### config.mk
export PLATFORM = sky130hd
export DESIGN_NAME = gmo_core
export DESIGN_NICKNAME = d
export VERILOG_FILES = /design/src/rtl/gmo_core.v
export VERILOG_INCLUDE_DIRS = /design/src /design/src/rtl
export SDC_FILE = /design/constraint.sdc
export NUM_CORES = 1
export LEC_CHECK = 0
export ABC_AREA = 1
export BUFFER_PORTS_ARGS = -buffer_cell sky130_fd_sc_hd__buf_2
export CORE_ASPECT_RATIO = 1.25
export CORE_MARGIN = 2
export CORE_UTILIZATION = 45
export CTS_CLUSTER_DIAMETER = 100
export CTS_CLUSTER_SIZE = 14
export DETAILED_ROUTE_END_ITERATION = 8
export PLACE_DENSITY = 0.75
export SETUP_SLACK_MARGIN = 0.5
export SYNTH_ARGS = -nofsm -noshare
export SYNTH_HDL_FRONTEND = slang
export SYNTH_SLANG_ARGS = --single-unit
### constraint.sdc
create_clock -name SYS_CLK -period 5.9 [get_ports SYS_CLK]
set_clock_uncertainty 0.2 [all_clocks]
set_input_delay 1.18 -clock SYS_CLK [delete_from_list [all_inputs] [get_ports SYS_CLK]]
set_output_delay 1.18 -clock SYS_CLK [all_outputs]
set_load 0.05 [all_outputs]
### src/rtl/gmo_map.vh
// Constants for the graphics memory organization register block.
// Assumes a classic Wishbone slave with 32-bit data, byte addresses.
// Operation
// - All buffers live inside a 4 MB aperture based at the memory controller field.
// - Frame, compressed and cursor buffers each have a programmable aperture offset.
// - Cursor data is one linear block from its offset, no line stride.
// - Frame and compressed buffers walk by line: DWORD count, next line adds delta.
// - Six 32-bit registers occupy offsets 8310h through 8328h.
// - Frame start bits 21:0 are a byte offset; bits 31:22 reserved, zero.
// - Nonzero frame start memory bits 21:4 take effect at next frame start.
// - Frame start pixel bits 3:0 take effect at once on write.
`ifndef GMO_MAP_VH
`define GMO_MAP_VH
`define GMO_ADR_W         16
`define GMO_FB_OFS        16'h8310
`define GMO_CB_OFS        16'h8314
`define GMO_CUR_OFS       16'h8318
`define GMO_PITCH_OFS     16'h8324
`define GMO_LINE_OFS      16'h8320
`define GMO_LOCK_OFS      16'h8328
`define GMO_OFS_W         22
`define GMO_PIX_W         4
`define GMO_LOCK_KEY      32'h00004758
`endif

### src/rtl/gmo_core.v
// Memory organization registers and display fetch address generator.
// Assumes a classic Wishbone master and a fetch engine giving frame and line strobes.
`timescale 1ns/100ps
`include "gmo_map.vh"
module gmo_core #(
   parameter OFS_W  = 22,
   parameter BASE_W = 32
) (
   SYS_CLK,
   RESETN,
   WB_CYC_I,
   WB_STB_I,
   WB_WE_I,
   WB_ADR_I,
   WB_SEL_I,
   WB_DAT_I,
   WB_DAT_O,
   WB_ACK_O,
   WB_ERR_O,
   GFX_BASE,
   FRAME_START,
   LINE_START,
   FETCH_SEL,
   FETCH_ADDR,
   FETCH_DW_MAX,
   PIXEL_OFFSET,
   LOCKED
);
   input  wire                 SYS_CLK;
   input  wire                 RESETN;
   input  wire                 WB_CYC_I;
   input  wire                 WB_STB_I;
   input  wire                 WB_WE_I;
   input  wire [15:0]          WB_ADR_I;
   input  wire [3:0]           WB_SEL_I;
   input  wire [31:0]          WB_DAT_I;
   output reg  [31:0]          WB_DAT_O;
   output reg                  WB_ACK_O;
   output reg                  WB_ERR_O;
   input  wire [BASE_W-1:0]    GFX_BASE;
   input  wire                 FRAME_START;
   input  wire                 LINE_START;
   input  wire [1:0]           FETCH_SEL;
   output reg  [BASE_W-1:0]    FETCH_ADDR;
   output reg  [11:0]          FETCH_DW_MAX;
   output reg  [3:0]           PIXEL_OFFSET;
   output reg                  LOCKED;

   localparam [1:0] SEL_FB  = 2'h0;
   localparam [1:0] SEL_CB  = 2'h1;
   localparam [1:0] SEL_CUR = 2'h2;

   reg  [OFS_W-1:0] fb_pend_q;
   reg  [OFS_W-1:0] fb_live_q;
   reg  [OFS_W-1:0] cb_q;
   reg  [OFS_W-1:0] cur_q;
   reg  [11:0]      fb_pitch_q;
   reg  [11:0]      cb_pitch_q;
   reg  [11:0]      fb_dw_q;
   reg  [11:0]      cb_dw_q;
   reg              lock_q;
   reg  [OFS_W-1:0] fb_line_q;
   reg  [OFS_W-1:0] cb_line_q;
   reg  [OFS_W-1:0] cur_ptr_q;
   reg              fb_upd_q;

   wire req     = WB_CYC_I & WB_STB_I & ~WB_ACK_O & ~WB_ERR_O;
   wire adr_ok  = (WB_ADR_I == `GMO_FB_OFS) | (WB_ADR_I == `GMO_CB_OFS) | (WB_ADR_I == `GMO_CUR_OFS) |
                  (WB_ADR_I == 16'h831C) | (WB_ADR_I == `GMO_LINE_OFS) | (WB_ADR_I == `GMO_PITCH_OFS) |
                  (WB_ADR_I == `GMO_LOCK_OFS);
   wire wr      = req & adr_ok & WB_WE_I;
   wire wr_open = wr & ~lock_q;

   // Merges byte lanes into a 32-bit old value
   function [31:0] merge;
      input [31:0] old;
      input [31:0] nw;
      input [3:0]  sel;
      integer i;
      begin
         merge = old;
         for (i = 0; i < 4; i = i + 1) begin
            if (sel[i]) begin
               merge[i*8 +: 8] = nw[i*8 +: 8];
            end
         end
      end
   endfunction

   // Address inside the aperture; offset wraps within 4 MB
   function [BASE_W-1:0] ap_addr;
      input [BASE_W-1:0] base;
      input [OFS_W-1:0]  ofs;
      begin
         ap_addr = base + {{(BASE_W-OFS_W){1'b0}}, ofs};
      end
   endfunction

   wire [31:0] fb_word  = merge({10'h000, fb_pend_q}, WB_DAT_I, WB_SEL_I);
   wire [31:0] cb_word  = merge({10'h000, cb_q}, WB_DAT_I, WB_SEL_I);
   wire [31:0] cur_word = merge({10'h000, cur_q}, WB_DAT_I, WB_SEL_I);
   wire [31:0] ln_word  = merge({4'h0, cb_dw_q, 4'h0, fb_dw_q}, WB_DAT_I, WB_SEL_I);
   wire [31:0] pt_word  = merge({4'h0, cb_pitch_q, 4'h0, fb_pitch_q}, WB_DAT_I, WB_SEL_I);
   wire [31:0] lk_word  = merge(32'h00000000, WB_DAT_I, WB_SEL_I);

   // Programmed offset, DWORD count and delta registers have no reset; live, walker, lock and output state does
   always @(posedge SYS_CLK) begin
      if (wr_open && WB_ADR_I == `GMO_FB_OFS) begin
         fb_pend_q <= fb_word[21:0];
      end
      if (wr_open && WB_ADR_I == `GMO_CB_OFS) begin
         cb_q <= cb_word[21:0];
      end
      if (wr_open && WB_ADR_I == `GMO_CUR_OFS) begin
         cur_q <= cur_word[21:0];
      end
      if (wr_open && WB_ADR_I == `GMO_LINE_OFS) begin
         fb_dw_q <= ln_word[11:0];
         cb_dw_q <= ln_word[27:16];
      end
      if (wr_open && WB_ADR_I == `GMO_PITCH_OFS) begin
         fb_pitch_q <= pt_word[11:0];
         cb_pitch_q <= pt_word[27:16];
      end
   end

   // Memory part waits for the frame; a write in that same cycle is taken next frame
   always @(posedge SYS_CLK or negedge RESETN) begin
      if (!RESETN) begin
         fb_upd_q  <= 1'b0;
         fb_live_q <= {OFS_W{1'b0}};
         lock_q    <= 1'b0;
      end else begin
         if (wr && WB_ADR_I == `GMO_LOCK_OFS) begin
            lock_q <= (lk_word != `GMO_LOCK_KEY);
         end
         if (wr_open && WB_ADR_I == `GMO_FB_OFS && fb_word[21:0] != 22'h000000) begin
            fb_upd_q <= 1'b1;
         end else if (FRAME_START) begin
            fb_upd_q <= 1'b0;
         end
         if (FRAME_START && fb_upd_q) begin
            fb_live_q <= {fb_pend_q[21:4], 4'h0};
         end
      end
   end

   // Line walkers: frame and compressed buffers step by delta, cursor is linear
   always @(posedge SYS_CLK or negedge RESETN) begin
      if (!RESETN) begin
         fb_line_q <= {OFS_W{1'b0}};
         cb_line_q <= {OFS_W{1'b0}};
         cur_ptr_q <= {OFS_W{1'b0}};
      end else if (FRAME_START) begin
         fb_line_q <= fb_upd_q ? {fb_pend_q[21:4], 4'h0} : fb_live_q;
         cb_line_q <= cb_q;
         cur_ptr_q <= cur_q;
      end else if (LINE_START) begin
         fb_line_q <= fb_line_q + {10'h000, fb_pitch_q};
         cb_line_q <= cb_line_q + {10'h000, cb_pitch_q};
      end
   end

   // Bus answer and fetch outputs, all registered
   always @(posedge SYS_CLK or negedge RESETN) begin
      if (!RESETN) begin
         WB_ACK_O     <= 1'b0;
         WB_ERR_O     <= 1'b0;
         WB_DAT_O     <= 32'h00000000;
         FETCH_ADDR   <= {BASE_W{1'b0}};
         FETCH_DW_MAX <= 12'h000;
         PIXEL_OFFSET <= 4'h0;
         LOCKED       <= 1'b0;
      end else begin
         WB_ACK_O <= req & adr_ok;
         WB_ERR_O <= req & ~adr_ok;
         LOCKED   <= lock_q;
         PIXEL_OFFSET <= fb_pend_q[3:0];
         case (WB_ADR_I)
            `GMO_FB_OFS:    WB_DAT_O <= {10'h000, fb_pend_q};
            `GMO_CB_OFS:    WB_DAT_O <= {10'h000, cb_q};
            `GMO_CUR_OFS:   WB_DAT_O <= {10'h000, cur_q};
            `GMO_LINE_OFS:  WB_DAT_O <= {4'h0, cb_dw_q, 4'h0, fb_dw_q};
            `GMO_PITCH_OFS: WB_DAT_O <= {4'h0, cb_pitch_q, 4'h0, fb_pitch_q};
            `GMO_LOCK_OFS:  WB_DAT_O <= {31'h00000000, lock_q};
            default:        WB_DAT_O <= 32'h00000000;
         endcase
         case (FETCH_SEL)
            SEL_FB: begin
               FETCH_ADDR   <= ap_addr(GFX_BASE, fb_line_q);
               FETCH_DW_MAX <= fb_dw_q;
            end
            SEL_CB: begin
               FETCH_ADDR   <= ap_addr(GFX_BASE, cb_line_q);
               FETCH_DW_MAX <= cb_dw_q;
            end
            SEL_CUR: begin
               FETCH_ADDR   <= ap_addr(GFX_BASE, cur_ptr_q);
               FETCH_DW_MAX <= 12'h000;
            end
            default: begin
               FETCH_ADDR   <= GFX_BASE;
               FETCH_DW_MAX <= 12'h000;
            end
         endcase
      end
   end
endmodule // gmo_core

==> metrics.yaml <==
status: "completed"
synth-seq-cells: 279
worst_slack_ns: 1.20
via_count: 13074
hold_viol: 0
setup_viol: 0
gp_congestion: 0.997
postCtsHoldBufs: 0
synth_area_per_cell_sq_um: 8.48
gr-total-overflow: 0
h-tree-depth: 1
cts-root-buf: "clkbuf_16"
antenna_found_initial: 0
insertion_delay_ns: 0.53
p_total_uw: 4720
cts_setup_buffers: 0
rsz0062_at_grt: "false"
drv_slew: 0
core_sq_um: 31900
finalCriticalPeriod_ns: 4.70
cts_sinks: 279
max_freq_mhz: 213
yosysMostFrequentCell: "nand2_1"
peakVddDrop_uv: 276
endpoint_kind: "flip-flop"
rows: 73
synth_edf_count: 114
leakage_uw: 0.00775
required_ns: 6.08
yosysTopAreaCell: "dfrtp_1"
grt_use_met2_pct: 48.2
synth_cell_types: 47
place_hpwl_mm: 36.4
synth_area_sq_um: 14600
max-cap-violations: 0
clkSlewWorstSetupHoldPaths_ns: 0.06
fin_cells: 2299
wl_per_cell_um: 20.6
drive_gt1_share_pct: 11.7
cts_resized: 0
cts_inserted_buffers: 23
finalSetupTns_ns: 0
start_kind: "input pin"
grt_max_degree: 67
grt_pass1_wl_mm: 72.7
ys_seq_area_share_pct: 51.8
worstSetupPathType: "input pin to flip-flop"
antenna_left: 0
drc: 0
grt-busiest-layer: "met2"
drtIter0Drc: 1419
slew_headroom_pct: 23.7
whs_ns: 0.190
synth_ff_type: "dfrtp_1"
clockBufferDepth: 3
ios: 176
netlist_instances: 1719
first_global_vias: 12932
cpPeakStageDelay_ns: 1.05
synth_area_leaders: "dfrtp_1, edfxtp_1, nand2_1, o21ai_0, inv_1"
dp.cells: 2261
met3_usage_pct: 4.13
first_pass_iters: 6
grtUsageTotal_pct: 28.3
worstPathMaxFanout: 44
cts_tree: "yes"
fin_nets: 2023
place_ws_ns: 0.708
powerDensity_nw_per_um2: 287
die_w_um: 165
period_share_pct: 79.7
use_met1_pct: 34.4
drt_wl_total_mm: 47.4
tightest_slew_ns: 1.14
die_area_sq_um: 33900
via_per_inst: 5.69
start_util_pct: 45.7
io_buffers: 171
antenna_cells: 0
die_h_um: 205
synth.top_cell.area_share_pct: 28.3
async_reset_ff_share_pct: 59.1
hp-class: "flip-flop to flip-flop"
crit_path_top_delay_cell: "ha_1"
synth_warnings: 0
arrival_ns: 4.88
syn_to_final_growth_pct: 12.7
netlist_top_cells_count: "nand2_1, inv_1, o21ai_0"
crit_chain: "buf_2 -> inv_1 -> ha_1 -> o21ai_0 -> inv_1 -> ha_1 -> inv_1 -> fa_1 -> o21ai_2 -> a21boi_2 -> o21ai_0 -> xnor2_1 -> o21ai_0"
-- registers in the layout, indices dropped and copies added (netlist names), 4 cells and up --
name,flops
fb_line_q,22
FETCH_DW_MAX,12
WB_DAT_O,28
cb_q,22
cur_ptr_q,22
FETCH_ADDR,32
fb_dw_q,12
cb_pitch_q,12
fb_pend_q,22
PIXEL_OFFSET,4
cb_line_q,22
cur_q,22
fb_pitch_q,12
cb_dw_q,12
fb_live_q,18
-- report_power, final --
group | switching (uW) | internal [uW] | total (uW)
Sequential | 71.8 | 2120 | 2190
Clock | 697 | 726 | 1420
Combinational | 793 | 316 | 1110
-- path summary, 6_finish.rpt --
path	from	endpoint	slack, ns	cells past startpoint
max in group asynchronous	RESETN	WB_DAT_O[10]	3.92	2
setup / recovery	FETCH_SEL[0]	FETCH_ADDR[14]	1.20	13
hold / removal	fb_pend_q[1]	PIXEL_OFFSET[1]	0.19	0
min in group asynchronous	RESETN	cb_line_q[12]	0.45	1
hold reg to reg	fb_pend_q[1]	PIXEL_OFFSET[1]	0.19	0
setup reg to reg	cb_line_q[0]	FETCH_ADDR[14]	2.70	12
-- per-stage QoR --
step                      instance area (sq um)  utilization [%]
after floorplan                           14600                -
after global placement                    15800             49.5
after detailed placement                  15800             49.5
after CTS                                 16400             51.5
after global routing                      16400             51.5
final                                     16400             51.5
-- final cells by class --
cell class | count | area (sq um)
clock buffers | 37 | 628
multi-input cells | 1204 | 6100
flip-flops and latches | 279 | 7550
fillers | 2953 | 15400
inverters | 187 | 702
well taps | 412 | 515
clock inverters | 1 | 8.76
repair buffers | 179 | 922
-- routing by layer --
layer | routed length, um | vias up
li1 | - | 6036
met1 | 17600 | 6185
met2 | 22800 | 700
met3 | 3920 | 153
met4 | 3140 | 0
met5 | 0 | -
-- cells by family after synthesis --
family | share of synthesized area, %
simple gates | 22.1
compound gates | 13.1
flops | 51.8
buf+inv | 6.42
fa+ha+maj | 4.96
xor+xnor | 1.56
other cells | 0.0257
-- cell usage in the layout, fill, tap and decap left out, types with 7 or more instances in the layout --
master | netlist | routed
a21oi_1 | 96 | 96
a22oi_1 | 14 | 14
buf_2 | 16 | 170
buf_4 | 5 | 8
clkbuf_1 | 26 | 14
clkbuf_16 | 0 | 23
dfrtp_1 | 165 | 165
edfxtp_1 | 114 | 114
ha_1 | 53 | 53
inv_1 | 183 | 183
nand2_1 | 511 | 511
nand3_1 | 93 | 93
nand3b_1 | 13 | 13
nand4_1 | 18 | 18
nor2_1 | 104 | 104
nor3_1 | 17 | 16
nor4_1 | 7 | 7
o211ai_1 | 27 | 27
o21ai_0 | 168 | 168
o221ai_1 | 7 | 7
xnor2_1 | 20 | 20
-- worst max-delay path, delay by kind of cell --
kind	cells	cell delay (ns)
AO/OA/AOI/OAI	5	1.44
buffers and inverters	4	0.46
XOR/XNOR	1	0.10
adder cells (fa/ha/maj)	3	1.70
(Power assumes the default switching activity.)
